`config.mk`:
```
export PLATFORM = sky130hd
export DESIGN_NAME = autoneg_rx_arb
export DESIGN_NICKNAME = d
export VERILOG_FILES = /design/src/include/autoneg_pkg.sv /design/src/design/autoneg_rx_arb.sv /design/src/design/edge_classifier.sv /design/src/design/page_matcher.sv
export SDC_FILE = /design/constraint.sdc
export NUM_CORES = 1
export LEC_CHECK = 0
export ABC_CLOCK_PERIOD_IN_PS = 2700
export BUFFER_PORTS_ARGS = -buffer_cell sky130_fd_sc_hd__buf_2
export CAP_MARGIN = 20
export CORE_AREA = 2 2 205 147
export CTS_CLUSTER_SIZE = 8
export DETAILED_ROUTE_END_ITERATION = 8
export DIE_AREA = 0 0 207 149
export PLACE_DENSITY = 0.73
export SLEW_MARGIN = 20
export SYNTH_ARGS = -nofsm -noshare
export SYNTH_HDL_FRONTEND = slang
export SYNTH_SLANG_ARGS = --single-unit
```
`constraint.sdc`:
```
create_clock -name clock -period 2.7 [get_ports clock]
set_input_delay 0.54 -clock clock [delete_from_list [all_inputs] [get_ports clock]]
set_output_delay 0.54 -clock clock [all_outputs]
set_load 0.02 [all_outputs]
```
`src/include/autoneg_pkg.sv`:
```
package autoneg_pkg;
	// ----------------------------------------
	// Line timing in picoseconds
	// ----------------------------------------
	localparam int unsigned     GAP_W         = 16;
	localparam logic [15:0]     SHORT_PS      = 16'h0640; // 1600 ps
	localparam logic [15:0]     LONG_PS       = 16'h4E20; // 20000 ps
	localparam logic [15:0]     MV_PS         = 16'h3200; // 12800 ps
	localparam logic [15:0]     MV_TOL_PS     = 16'h00C8; // 200 ps
	localparam logic [15:0]     HALF_MIN_PS   = 16'h07D0; // 2000 ps
	localparam logic [15:0]     HALF_MAX_PS   = 16'h1130; // 4400 ps
	localparam logic [15:0]     CLK_MIN_PS    = 16'h12C0; // 4800 ps
	localparam logic [15:0]     CLK_MAX_PS    = 16'h1F40; // 8000 ps
	// ----------------------------------------
	// Page layout
	// ----------------------------------------
	localparam int unsigned     PAGE_BITS     = 48;
	localparam int unsigned     TOGGLE_POS    = 11;
	localparam int unsigned     ACK_POS       = 14;
	localparam int unsigned     NP_POS        = 15;
	localparam logic [5:0]      MATCH_COUNT   = 6'h03;
	localparam logic [3:0]      ACK_PAGES     = 4'h6;
	// ----------------------------------------
	// AXI4-Lite map
	// ----------------------------------------
	localparam logic [7:0]      OFS_LOCAL_LO  = 8'h00;
	localparam logic [7:0]      OFS_LOCAL_HI  = 8'h04;
	localparam logic [7:0]      OFS_STATUS    = 8'h08;
	localparam logic [7:0]      OFS_RX_LO     = 8'h0C;
	localparam logic [7:0]      OFS_RX_HI     = 8'h10;
	localparam logic [1:0]      RESP_OKAY     = 2'h0;
	localparam logic [1:0]      RESP_SLVERR   = 2'h2;
	localparam logic [31:0]     LOCAL_LO_RST  = 32'h0000_0000;
	localparam logic [15:0]     LOCAL_HI_RST  = 16'h0000;
	// ----------------------------------------
	// State machines
	// ----------------------------------------
	typedef enum logic [1:0] {
		RX_IDLE, RX_DELIM, RX_CLOCK, RX_DATA1
	} rx_state_t;
	typedef enum logic [2:0] {
		AR_ABILITY, AR_ACK_DETECT, AR_COMPLETE_ACK, AR_NEXT_WAIT,
		AR_GOOD_CHECK, AR_LINK_CHECK, AR_PD_FAULT
	} arb_state_t;
endpackage : autoneg_pkg

```
`src/design/autoneg_rx_arb.sv`:
```
// How it works
// RL1 - Flag a short pulse when two transitions are under 1.6 ns apart.
// RL2 - Short pulse during delimiter detect sends the receiver back to idle.
// RL3 - Short pulse in any other receive state is ignored.
// RL4 - Delimiter pair needs three transitions spaced 12.8 ns within 200 ps.
// RL5 - Delimiter pair moves idle, clock and data-one states to delimiter detect; delimiter detect stays there.
// RL6 - Page behind a bad first delimiter is dropped, no acknowledge.
// RL7 - Short-pulse page outside delimiter detect still leads to acknowledge.
// RL8 - Entering complete acknowledge latches partner next-page bit.
// RL9 - Pages keep flowing until both next-page bits are zero.
// RL10 - Keep local toggle equal to the toggle bit sent.
// RL11 - First next page toggle is inverse of base page bit eleven.
// RL12 - Each later next page inverts the previous toggle.
// RL13 - Keep received toggle equal to partner's toggle bit.
// RL14 - Wrong partner toggle withholds acknowledge, stay in next-page wait.
// RL15 - Proper toggles finish the exchange, then link signaling starts.
// RL16 - Single link ready: receiver quiet and exactly one legacy link ok.
// RL17 - Sustained single link ready moves arbitration to good check.
// RL18 - Brief legacy signaling: fault, back to ability detect, pages restart.
// RL19 - Long pulse over 20 ns aborts delimiter detect, else ignored.
// RL20 - Ability match needs three consistent pages, acknowledge bit ignored.
// RL21 - Received toggle loads from the matched ability page, then from each next page after it passes the toggle compare.
//
// The AXI4-Lite slave port and the register addresses were chosen for this implementation.
`timescale 1ns/1ps
module autoneg_rx_arb
	import autoneg_pkg::*;
#(
	parameter int unsigned LINK_HOLD_CYCLES = 10000
) (
	input  wire logic                        clock,
	input  wire logic                        nrst,
	input  wire logic                        edge_valid,
	input  wire logic [autoneg_pkg::GAP_W-1:0] edge_gap_ps,
	input  wire logic                        tx_page_done,
	input  wire logic                        legacy_1g_link_ok,
	input  wire logic                        legacy_10g_link_ok,
	input  wire logic [7:0]                  s_axi_awaddr,
	input  wire logic                        s_axi_awvalid,
	output logic                             s_axi_awready,
	input  wire logic [31:0]                 s_axi_wdata,
	input  wire logic [3:0]                  s_axi_wstrb,
	input  wire logic                        s_axi_wvalid,
	output logic                             s_axi_wready,
	output logic [1:0]                       s_axi_bresp,
	output logic                             s_axi_bvalid,
	input  wire logic                        s_axi_bready,
	input  wire logic [7:0]                  s_axi_araddr,
	input  wire logic                        s_axi_arvalid,
	output logic                             s_axi_arready,
	output logic [31:0]                      s_axi_rdata,
	output logic [1:0]                       s_axi_rresp,
	output logic                             s_axi_rvalid,
	input  wire logic                        s_axi_rready,
	output logic                             ack_bit_q,
	output logic                             toggle_tx_q,
	output logic                             page_tx_enable_q,
	output logic                             link_signaling_q
);
	import autoneg_pkg::*;

	logic                 c_ev, c_short, c_long, c_half, c_full, c_pair;
	rx_state_t            rx_q;
	arb_state_t           arb_q, arb_d;
	logic [PAGE_BITS-1:0] shift_q, rx_page_q, m_page;
	logic [5:0]           bit_cnt_q;
	logic                 page_valid_q, m_evt, page_receiver_quiet;
	logic                 short_pulse_q, long_pulse_q, delimiter_pair_seen_q;
	logic                 partner_next_page_latch_q, toggle_rx_q;
	logic                 single_link_ready_q, first_np_q, toggle_ok;
	logic [3:0]           acks_q;
	logic [31:0]          hold_q;
	logic [31:0]          local_lo_q;
	logic [15:0]          local_hi_q;
	logic [PAGE_BITS-1:0] local_page;
	logic                 aw_have_q, w_have_q;
	logic [7:0]           aw_addr_q;
	logic [31:0]          w_data_q;
	logic [3:0]           w_strb_q;

	edge_classifier u_class (
		.clock       (clock),
		.nrst        (nrst),
		.edge_valid  (edge_valid),
		.edge_gap_ps (edge_gap_ps),
		.ev_q        (c_ev),
		.short_q     (c_short),
		.long_q      (c_long),
		.half_q      (c_half),
		.full_q      (c_full),
		.pair_q      (c_pair)
	);

	page_matcher #(.BITS(PAGE_BITS)) u_match (
		.clock      (clock),
		.nrst       (nrst),
		.page_valid (page_valid_q),
		.page       (rx_page_q),
		.match_q    (m_evt),
		.page_q     (m_page)
	);

	// ----------------------------------------
	// Pulse flags
	// ----------------------------------------
	always_ff @(posedge clock or negedge nrst) begin
		if (!nrst) begin
			short_pulse_q         <= 1'b0;
			long_pulse_q          <= 1'b0;
			delimiter_pair_seen_q <= 1'b0;
		end else begin
			if (c_ev) begin
				short_pulse_q <= c_short; // RL1
				long_pulse_q  <= c_long; // RL19
			end
			delimiter_pair_seen_q <= c_ev && c_pair; // RL4
		end
	end

	// ----------------------------------------
	// Receive machine
	// ----------------------------------------
	always_ff @(posedge clock or negedge nrst) begin
		if (!nrst) begin
			rx_q         <= RX_IDLE;
			shift_q      <= '0;
			rx_page_q    <= '0;
			bit_cnt_q    <= 6'h00;
			page_valid_q <= 1'b0;
		end else begin
			page_valid_q <= 1'b0;
			if (c_ev) begin
				case (rx_q)
					RX_IDLE: begin
						if (c_pair) begin
							rx_q <= RX_DELIM; // RL5 RL6
						end
					end
					RX_DELIM: begin
						if (c_short || c_long) begin
							rx_q <= RX_IDLE; // RL2 RL19
						end else if (c_pair) begin
							rx_q <= RX_DELIM; // RL5
						end else if (c_half || c_full) begin
							rx_q      <= RX_CLOCK;
							bit_cnt_q <= 6'h00;
						end
					end
					RX_CLOCK, RX_DATA1: begin
						if (c_short || c_long) begin
							rx_q <= rx_q; // RL3 RL7 RL19
						end else if (c_pair) begin
							rx_q <= RX_DELIM; // RL5
							if (bit_cnt_q >= 6'(PAGE_BITS)) begin
								rx_page_q    <= shift_q;
								page_valid_q <= 1'b1;
							end
						end else if (rx_q == RX_CLOCK && c_half) begin
							rx_q <= RX_DATA1;
						end else if (c_half || c_full) begin
							rx_q <= RX_CLOCK;
							if (bit_cnt_q < 6'(PAGE_BITS)) begin
								shift_q[bit_cnt_q] <= rx_q == RX_DATA1;
								bit_cnt_q          <= bit_cnt_q + 6'h01;
							end
						end
					end
					default: rx_q <= RX_IDLE;
				endcase
			end
		end
	end

	assign page_receiver_quiet = rx_q == RX_IDLE;
	assign local_page          = {local_hi_q, local_lo_q};
	assign toggle_ok           = m_page[TOGGLE_POS] != toggle_rx_q;

	// ----------------------------------------
	// Arbitration next state
	// ----------------------------------------
	always_comb begin
		arb_d = arb_q;
		case (arb_q)
			AR_ABILITY: begin
				if (legacy_1g_link_ok || legacy_10g_link_ok) begin
					arb_d = AR_LINK_CHECK;
				end else if (m_evt) begin
					arb_d = AR_ACK_DETECT; // RL20 RL7
				end
			end
			AR_ACK_DETECT: begin
				if (m_evt && m_page[ACK_POS]) begin
					arb_d = AR_COMPLETE_ACK;
				end
			end
			AR_COMPLETE_ACK: begin
				if (tx_page_done && acks_q + 4'h1 >= ACK_PAGES) begin
					if (local_page[NP_POS] || partner_next_page_latch_q) begin
						arb_d = AR_NEXT_WAIT; // RL9
					end else begin
						arb_d = AR_GOOD_CHECK; // RL15
					end
				end
			end
			AR_NEXT_WAIT: begin
				if (m_evt && toggle_ok) begin
					arb_d = AR_ACK_DETECT; // RL14
				end
			end
			AR_LINK_CHECK: begin
				if (!(legacy_1g_link_ok || legacy_10g_link_ok)) begin
					arb_d = AR_PD_FAULT; // RL18
				end else if (hold_q >= LINK_HOLD_CYCLES - 1) begin
					arb_d = AR_GOOD_CHECK; // RL17
				end
			end
			AR_PD_FAULT: arb_d = AR_ABILITY; // RL18
			AR_GOOD_CHECK: arb_d = AR_GOOD_CHECK;
			default: arb_d = AR_ABILITY;
		endcase
	end

	// ----------------------------------------
	// Arbitration state and flags
	// ----------------------------------------
	always_ff @(posedge clock or negedge nrst) begin
		if (!nrst) begin
			arb_q                     <= AR_ABILITY;
			acks_q                    <= 4'h0;
			hold_q                    <= 32'h0000_0000;
			partner_next_page_latch_q <= 1'b0;
			toggle_rx_q               <= 1'b0;
			toggle_tx_q               <= 1'b0;
			first_np_q                <= 1'b1;
			single_link_ready_q       <= 1'b0;
			ack_bit_q                 <= 1'b0;
			page_tx_enable_q          <= 1'b0;
			link_signaling_q          <= 1'b0;
		end else begin
			arb_q <= arb_d;
			single_link_ready_q <= page_receiver_quiet &&
				(legacy_1g_link_ok ^ legacy_10g_link_ok); // RL16
			if (arb_q == AR_LINK_CHECK && single_link_ready_q) begin
				hold_q <= hold_q + 32'h0000_0001; // RL17
			end else begin
				hold_q <= 32'h0000_0000; // RL18
			end
			if (arb_q == AR_COMPLETE_ACK && tx_page_done) begin
				acks_q <= acks_q + 4'h1;
			end else if (arb_q != AR_COMPLETE_ACK) begin
				acks_q <= 4'h0;
			end
			if (arb_q != AR_COMPLETE_ACK && arb_d == AR_COMPLETE_ACK) begin
				partner_next_page_latch_q <= m_page[NP_POS]; // RL8
			end
			if (arb_q == AR_ABILITY && m_evt) begin
				toggle_rx_q <= m_page[TOGGLE_POS]; // RL13 RL21
			end else if (arb_q == AR_NEXT_WAIT && m_evt && toggle_ok) begin
				toggle_rx_q <= m_page[TOGGLE_POS]; // RL13 RL21
			end
			if (arb_q != AR_NEXT_WAIT && arb_d == AR_NEXT_WAIT) begin
				first_np_q <= 1'b0;
				if (first_np_q) begin
					toggle_tx_q <= ~local_page[TOGGLE_POS]; // RL10 RL11
				end else begin
					toggle_tx_q <= ~toggle_tx_q; // RL10 RL12
				end
			end
			if (arb_d == AR_ABILITY) begin
				first_np_q <= 1'b1;
			end
			ack_bit_q <= arb_d == AR_ACK_DETECT ||
				arb_d == AR_COMPLETE_ACK; // RL14
			page_tx_enable_q <= arb_d == AR_ABILITY ||
				arb_d == AR_ACK_DETECT || arb_d == AR_COMPLETE_ACK ||
				arb_d == AR_NEXT_WAIT; // RL18
			link_signaling_q <= arb_d == AR_GOOD_CHECK; // RL15
		end
	end

	// ----------------------------------------
	// AXI4-Lite write
	// ----------------------------------------
	always_ff @(posedge clock or negedge nrst) begin
		if (!nrst) begin
			aw_have_q     <= 1'b0;
			w_have_q      <= 1'b0;
			aw_addr_q     <= 8'h00;
			w_data_q      <= 32'h0000_0000;
			w_strb_q      <= 4'h0;
			s_axi_awready <= 1'b1;
			s_axi_wready  <= 1'b1;
			s_axi_bvalid  <= 1'b0;
			s_axi_bresp   <= RESP_OKAY;
			local_lo_q    <= LOCAL_LO_RST;
			local_hi_q    <= LOCAL_HI_RST;
		end else begin
			if (s_axi_awvalid && s_axi_awready) begin
				aw_have_q     <= 1'b1;
				aw_addr_q     <= s_axi_awaddr;
				s_axi_awready <= 1'b0;
			end
			if (s_axi_wvalid && s_axi_wready) begin
				w_have_q     <= 1'b1;
				w_data_q     <= s_axi_wdata;
				w_strb_q     <= s_axi_wstrb;
				s_axi_wready <= 1'b0;
			end
			if (aw_have_q && w_have_q && !s_axi_bvalid) begin
				s_axi_bvalid <= 1'b1;
				s_axi_bresp  <= RESP_OKAY;
				aw_have_q    <= 1'b0;
				w_have_q     <= 1'b0;
				if (aw_addr_q == OFS_LOCAL_LO) begin
					for (int i = 0; i < 4; i++) begin
						if (w_strb_q[i]) begin
							local_lo_q[i*8 +: 8] <= w_data_q[i*8 +: 8];
						end
					end
				end else if (aw_addr_q == OFS_LOCAL_HI) begin
					for (int i = 0; i < 2; i++) begin
						if (w_strb_q[i]) begin
							local_hi_q[i*8 +: 8] <= w_data_q[i*8 +: 8];
						end
					end
				end else begin
					s_axi_bresp <= RESP_SLVERR;
				end
			end
			if (s_axi_bvalid && s_axi_bready) begin
				s_axi_bvalid  <= 1'b0;
				s_axi_awready <= 1'b1;
				s_axi_wready  <= 1'b1;
			end
		end
	end

	// ----------------------------------------
	// AXI4-Lite read
	// ----------------------------------------
	always_ff @(posedge clock or negedge nrst) begin
		if (!nrst) begin
			s_axi_arready <= 1'b1;
			s_axi_rvalid  <= 1'b0;
			s_axi_rdata   <= 32'h0000_0000;
			s_axi_rresp   <= RESP_OKAY;
		end else begin
			if (s_axi_arvalid && s_axi_arready) begin
				s_axi_arready <= 1'b0;
				s_axi_rvalid  <= 1'b1;
				s_axi_rresp   <= RESP_OKAY;
				case (s_axi_araddr)
					OFS_LOCAL_LO: s_axi_rdata <= local_lo_q;
					OFS_LOCAL_HI: s_axi_rdata <= {16'h0000, local_hi_q};
					OFS_STATUS: s_axi_rdata <= {19'h00000, arb_q, rx_q,
						single_link_ready_q, toggle_rx_q, toggle_tx_q,
						partner_next_page_latch_q, ack_bit_q,
						delimiter_pair_seen_q, long_pulse_q, short_pulse_q};
					OFS_RX_LO: s_axi_rdata <= m_page[31:0];
					OFS_RX_HI: s_axi_rdata <= {16'h0000, m_page[47:32]};
					default: begin
						s_axi_rdata <= 32'h0000_0000;
						s_axi_rresp <= RESP_SLVERR;
					end
				endcase
			end
			if (s_axi_rvalid && s_axi_rready) begin
				s_axi_rvalid  <= 1'b0;
				s_axi_arready <= 1'b1;
			end
		end
	end
endmodule : autoneg_rx_arb

```
`src/design/edge_classifier.sv`:
```
`timescale 1ns/1ps
module edge_classifier
	import autoneg_pkg::*;
(
	input  wire logic              clock,
	input  wire logic              nrst,
	input  wire logic              edge_valid,
	input  wire logic [GAP_W-1:0]  edge_gap_ps,
	output logic                   ev_q,
	output logic                   short_q,
	output logic                   long_q,
	output logic                   half_q,
	output logic                   full_q,
	output logic                   pair_q
);
	logic mv_ok;
	logic prev_mv_q;

	assign mv_ok = (edge_gap_ps >= MV_PS - MV_TOL_PS) &&
		(edge_gap_ps <= MV_PS + MV_TOL_PS);

	// ----------------------------------------
	// Gap classes, one cycle after the edge
	// ----------------------------------------
	always_ff @(posedge clock or negedge nrst) begin
		if (!nrst) begin
			ev_q      <= 1'b0;
			short_q   <= 1'b0;
			long_q    <= 1'b0;
			half_q    <= 1'b0;
			full_q    <= 1'b0;
			pair_q    <= 1'b0;
			prev_mv_q <= 1'b0;
		end else begin
			ev_q <= edge_valid;
			if (edge_valid) begin
				short_q   <= edge_gap_ps < SHORT_PS; // RL1
				long_q    <= edge_gap_ps > LONG_PS; // RL19
				half_q    <= (edge_gap_ps >= HALF_MIN_PS) &&
					(edge_gap_ps <= HALF_MAX_PS);
				full_q    <= (edge_gap_ps >= CLK_MIN_PS) &&
					(edge_gap_ps <= CLK_MAX_PS);
				pair_q    <= mv_ok && prev_mv_q; // RL4
				prev_mv_q <= mv_ok && !prev_mv_q;
			end
		end
	end
endmodule : edge_classifier

```
`src/design/page_matcher.sv`:
```
`timescale 1ns/1ps
module page_matcher
	import autoneg_pkg::*;
#(
	parameter int unsigned BITS = PAGE_BITS
) (
	input  wire logic            clock,
	input  wire logic            nrst,
	input  wire logic            page_valid,
	input  wire logic [BITS-1:0] page,
	output logic                 match_q,
	output logic [BITS-1:0]      page_q
);
	logic [5:0]      count_q;
	logic [BITS-1:0] ack_mask;
	logic            same;

	assign ack_mask = ~({{(BITS-1){1'b0}}, 1'b1} << ACK_POS);
	assign same     = ((page ^ page_q) & ack_mask) == '0;

	// ----------------------------------------
	// Consecutive consistent pages
	// ----------------------------------------
	always_ff @(posedge clock or negedge nrst) begin
		if (!nrst) begin
			count_q <= 6'h00;
			page_q  <= '0;
			match_q <= 1'b0;
		end else begin
			match_q <= 1'b0;
			if (page_valid) begin
				page_q <= page;
				if (same && count_q != 6'h00) begin
					if (count_q < MATCH_COUNT) begin
						count_q <= count_q + 6'h01;
					end
					match_q <= count_q + 6'h01 >= MATCH_COUNT; // RL20
				end else begin
					count_q <= 6'h01;
				end
			end
		end
	end
endmodule : page_matcher

```
* After elaboration in Yosys (flattened, before gate mapping) *
Index checks and enable logic that the tools add are counted.

word-level totals
  output and inout bits = 45
  bits in registers = 352
  input bits = 79
  word-level logic and storage cells = 237

cells by class
  multiplexer cells = 64
  equality and inequality tests = 30
  bitwise operators = 8
  add/subtract/negate cells = 4
  reduce and logical (&&, ||, !) cells = 67
  magnitude comparators = 16

operator list
  operator               number
  $pmux 32 s5            1
  $mux 6                 10
  $bwmux 48              1
  $logic_not 48->1       1
  $xor 48x48->48         1
  $add 32x1->32 const B  1
  $ge 32x14->1 const B   1
  $le 16x13->1 const B   2
  $mux 32                1
  $logic_and 1x1->1      27
  $mux 1                 27
  $mux 3                 8
  $mux 2                 10
  $reduce_bool 2->1      10
  $ne 2x2->1 const B     9
  $pmux 3 s6             1
  $eq 8x3->1 const B     2
  $eq 8x4->1 const B     2
  $ge 16x11->1 const B   1
  $ge 16x13->1 const B   1
  $ge 16x14->1 const B   1
  $gt 16x15->1 const B   1
  $le 16x14->1 const B   1
  $logic_not 8->1        2
  38 further kinds       67

* Logic depth before layout (Yosys ltp) *
  depth in word-level cells = 9
  depth in mapped cells = 8
  mapped depth without buffers = 8

* Hierarchy *
A second synthesis with hierarchy kept.

unflattened totals
  cell total of the unflattened synthesis = 1,293
  area total of the unflattened synthesis = 15,682.5 um^2

modules (own cells, without submodules)
  module           cells each  seq. area each (um^2)  area each (um^2)  times used
  autoneg_rx_arb   1,026       7,211.9                12,488.2          1
  page_matcher     201         1,376.3                2,657.5           1
  edge_classifier  66          175.2                  536.8             1

* Worst setup path after synthesis *
OpenSTA, ideal clock, no wires.

  path kind = input port to flip-flop
  start = input port s_axi_araddr[3]
  end = register s_axi_rdata[21]
  library setup time = 0.083 ns
  buffers on the path = 3
  required time = 2.617 ns
  arrival = 1.914 ns
  stages = 7
  path slack = 0.703 ns
  cell sequence = clkbuf_1 or3_1 clkbuf_1 nor2_2 buf_2 a22oi_1 o21ai_0

between the ends
  longest elaborated chain between the ends = 2
  elaborated cells between the ends (all ways) = 6
  those cells by class = 4 x eq/ne; 1 x mux; 1 x reduce/logical

ends and longest elaborated chain
  item                                      line                   text
  start: declaration                        autoneg_rx_arb.sv:48   input wire logic [7:0] s_axi_araddr,
  $eq 8x5->1, or another cell as far along  autoneg_rx_arb.sv:352  case (s_axi_araddr)
  $pmux 32 s5 *                             autoneg_rx_arb.sv:352
  end signal: assignment                    autoneg_rx_arb.sv:353  OFS_LOCAL_LO: s_axi_rdata <= local_lo_q;
  end signal: assignment                    autoneg_rx_arb.sv:354  OFS_LOCAL_HI: s_axi_rdata <= {16'h0000, local_hi_q};
  end signal: assignment                    autoneg_rx_arb.sv:355  OFS_STATUS: s_axi_rdata <= {19'h00000, arb_q, rx_q,
  end: declaration                          autoneg_rx_arb.sv:51   output logic [31:0] s_axi_rdata,

Every way passes the cells marked *; elsewhere a longest branch is shown, timed or not.
A chain may end at the register's enable or synchronous reset.

* Worst setup path after layout *
  start = register rx_page_q[11]
  end = register u_match.count_q[1]

between the ends
  longest elaborated chain between the ends = 5
  elaborated cells between the ends (all ways) = 6
  those cells by class = 1 x eq/ne; 1 x mux; 1 x bitwise; 3 x reduce/logical

ends and longest elaborated chain
  item                               line                   text
  start: declaration                 autoneg_rx_arb.sv:65   logic [PAGE_BITS-1:0] shift_q, rx_page_q, m_page;
  start signal: assignment           autoneg_rx_arb.sv:155  rx_page_q <= shift_q;
  $xor 48x48->48 *                   page_matcher.sv:19     assign same = ((page ^ page_q) & ack_mask) == '0;
  $logic_not 48->1 *                 page_matcher.sv:19
  $logic_and 1x1->1 *                page_matcher.sv:33     if (same && count_q != 6'h00) begin
  $ne 2x2->1 (no source line)        -
  $reduce_and 2->1 (no source line)  -
  end signal: assignment             page_matcher.sv:35     count_q <= count_q + 6'h01;
  end: declaration                   page_matcher.sv:14     logic [5:0] count_q;

Marks and branches as above.

==> summary.md <==
| Metric | Value |
|---|---|
| Tmin final | `2.286 ns` |
| IO buf count | `121` |
| Fin Hold WS | `0.1863 ns` |
| Rows | `53` |
| Max H-tree Level | `2` |
| Clk slew on worst S/H paths | `0.05 ns` |
| Run status | `finished, final reports clean` |
| Syn Area/Cell | `12.09 sq um` |
| Kind of critical path | `register to register` |
| Clk_skew | `0.02461 ns` |
| Die ar. | `0.03084 sq mm` |
| Die H | `149 microns` |
| Placed Instances | `1779` |
| Final Instance Area | `0.01825 sq mm` |
| Setup-failing EPs final | `0` |
| Post-synth top flop | `dfrtp_1` |
| Area after DPL | `0.01687 sq mm` |
| Final setup TNS | `0 ns` |
| Drt drc | `0` |
| Non-Filler Instances | `1862` |
| Crit start category | `register` |
| Number of warnings issued by yosys | `0` |
| Starting Density | `53.62%` |
| Yosys cell types | `64` |
| Final slew viol count | `0` |
| DRT Wirelength | `37230 microns` |
| Hold Path Class | `input port to register` |
| GPL Wtd Cong | `0.8638` |
| Post-synth EDFFs | `0` |
| Post-route ant nets | `0` |
| Final hold viol count | `0` |
| Synthesized area | `0.01565 sq mm` |
| TritonCTS clock tree | `built` |
| Root buf cell | `clkbuf_16` |
| Async set-reset flop share out of synthesis | `100.0%` |
| Area Overhead vs Synth | `16.63%` |
| Leading area contributor after synthesis | `dfrtp_1` |
| Tightest Pin Transition | `0.8380 ns` |
| Router iterations before antenna repair | `8` |
| WP data required | `3.17 ns` |
| Leakage | `8.601 nW` |
| Vias in the first global route | `10820` |
| TritonCTS sink count | `350` |
| FMAX | `437.5 MHz` |
| Arrival @ worst endpoint | `2.75 ns` |
| Post-CTS setup buffer count | `0` |
| GRT Overall Usage | `24.38%` |
| Register area share after synthesis | `56.01%` |
| Pwr Density | `705.1 mW/mm^2` |
| Worst-skew pair later-pin latency | `0.55 ns` |
| Worst-path maximum fanout | `5` |
| First-pass GRT wire length | `59590 microns` |
| Critical path endpoint category | `register` |
| Flops & latches, synth | `350` |
| Antenna violations before repair | `1` |
| Share of the synthesized area in the top cell type | `55.34%` |
| Post-DP HPWL | `25770 microns` |
| Layout cells sized above 1 | `32.36%` |
| Worst setup path startpoint | `rx_page_q[11]` |
| I/O pins | `124` |
| N_diodes | `0` |
| Via Count | `10690` |
| Core ar. | `0.02918 sq mm` |
| Die Width | `207 microns` |
| Clock buffer depth | `3` |
| Hold wc startpoint | `s_axi_wvalid` |
| Worst rel slew slack | `44.13%` |
| Drt wl/cell | `19.99 microns` |
| Synth top cells by count | `346 x dfrtp_1, 243 x mux2_2, 121 x nand2_1` |
| Count leader, synth | `dfrtp_1` |
| Nets@finish | `1533` |
| Fill count | `2306` |
| Area contributors post-synth | `dfrtp_1 55%, mux2_2 17%, xnor2_1 3.2%, nand2_1 2.9%, nor2_1 1.8%` |
| Final Cycle Share | `84.65%` |
| Cell count after synthesis | `1294` |
| DR vias/cell | `5.743` |
| Initial DRC Count | `778` |
| Max-cap violations | `0` |
| Largest net degree at the start of global routing | `61` |
| Total grt overflow | `0` |
| Reg2reg start | `rx_page_q[11]` |
| RSZ-0062 raised after global routing | `no` |
| Max VDD drop | `0.0006139 V` |
| CTS buffer count | `49` |
==> repair_timing <==
action	in CTS	in global routing
hold endpoints to repair	50	0
resized for setup	0	0
hold buffers	1	0
==> cells by family after synthesis <==
family | synth area share, %
simple gates | 10.62
xor+xnor | 4.590
other cells | 0.02397
compound gates | 6.357
fa+ha+maj | 0.6398
mux | 19.34
buf+inv | 2.423
flops | 56.01
==> report_power, final <==
group	switching (mW)	internal [mW]	total (mW)
sequential	0.371	5.77	6.14
clock	2.19	3.37	5.56
combinational	0.595	0.577	1.17
total	3.15	9.71	12.9
==> placed cells by master, fill, tap and decap left out, types with 29 or more instances in the layout <==
cell       synthesis  final
nor2_1            75     74
a21oi_1           32     32
inv_1             30     30
clkbuf_1          47     30
nand3_1           29     29
dfrtp_1          346    345
buf_4              4     37
xnor2_1           58     58
nand2_1          121    121
clkbuf_16          0     49
mux2_2           243    243
o21ai_0           55     55
buf_2              9    120
==> sequential cells by signal (all words and copies together), names as in the netlist, 6 cells and up <==
name / count
aw_addr_q: 8
u_match.page_q: 48
shift_q: 48
local_hi_q: 16
rx_page_q: 48
s_axi_rdata: 32
w_data_q: 32
local_lo_q: 32
hold_q: 32
u_match.count_q: 6
bit_cnt_q: 6
==> metrics by stage <==
stage	util (%)	power (mW)	setup slack, ns
after floorplan	-	6.863	0.7034
after global placement	57.81	7.319	0.5123
after detailed placement	57.81	7.398	0.4205
after CTS	62.54	12.98	0.4202
after global routing	62.54	13.37	0.3271
final	62.54	12.87	0.4143
==> path summary, 6_finish.rpt <==
check / cells after the start / to / slack, ns
setup / recovery: 9 / u_match.count_q[1] / 0.41
min in group asynchronous: 2 / hold_q[22] / 0.52
max in group asynchronous: 4 / s_axi_rdata[21] / 1.31
hold reg to reg: 2 / s_axi_rdata[7] / 0.47
hold / removal: 2 / s_axi_wready / 0.19
setup reg to reg: 9 / u_match.count_q[1] / 0.41
==> critical path: stages, from the launching register on <==
cell,delay [ns]
dfrtp_1,0.41
xnor2_1,0.16
buf_4,0.18
nand4_1,0.27
nor4_1,0.35
buf_4,0.15
nand4_1,0.09
buf_4,0.18
o21ai_0,0.24
a22o_1,0.18
==> routing by layer <==
layer	global-route usage [%]	part of all wire (%)	vias to the layer above
li1	-	-	4861
met3	4.168	5.3	47
met4	6.071	1.5	0
met1	35.74	47	5501
met2	38.08	46	284
met5	0	0	-
==> area by class of cell <==
type	instances	area, sq um	share of cell area, %
inverters	30	112.6	0.6171
repair buffers	164	1003	5.499
clock buffers	80	1353	7.412
well taps	385	481.7	2.640
flip-flops and latches	350	8765	48.03
clock inverters	2	17.52	0.09600
multi-input cells	851	6515	35.70
(Power assumes the default switching activity.)
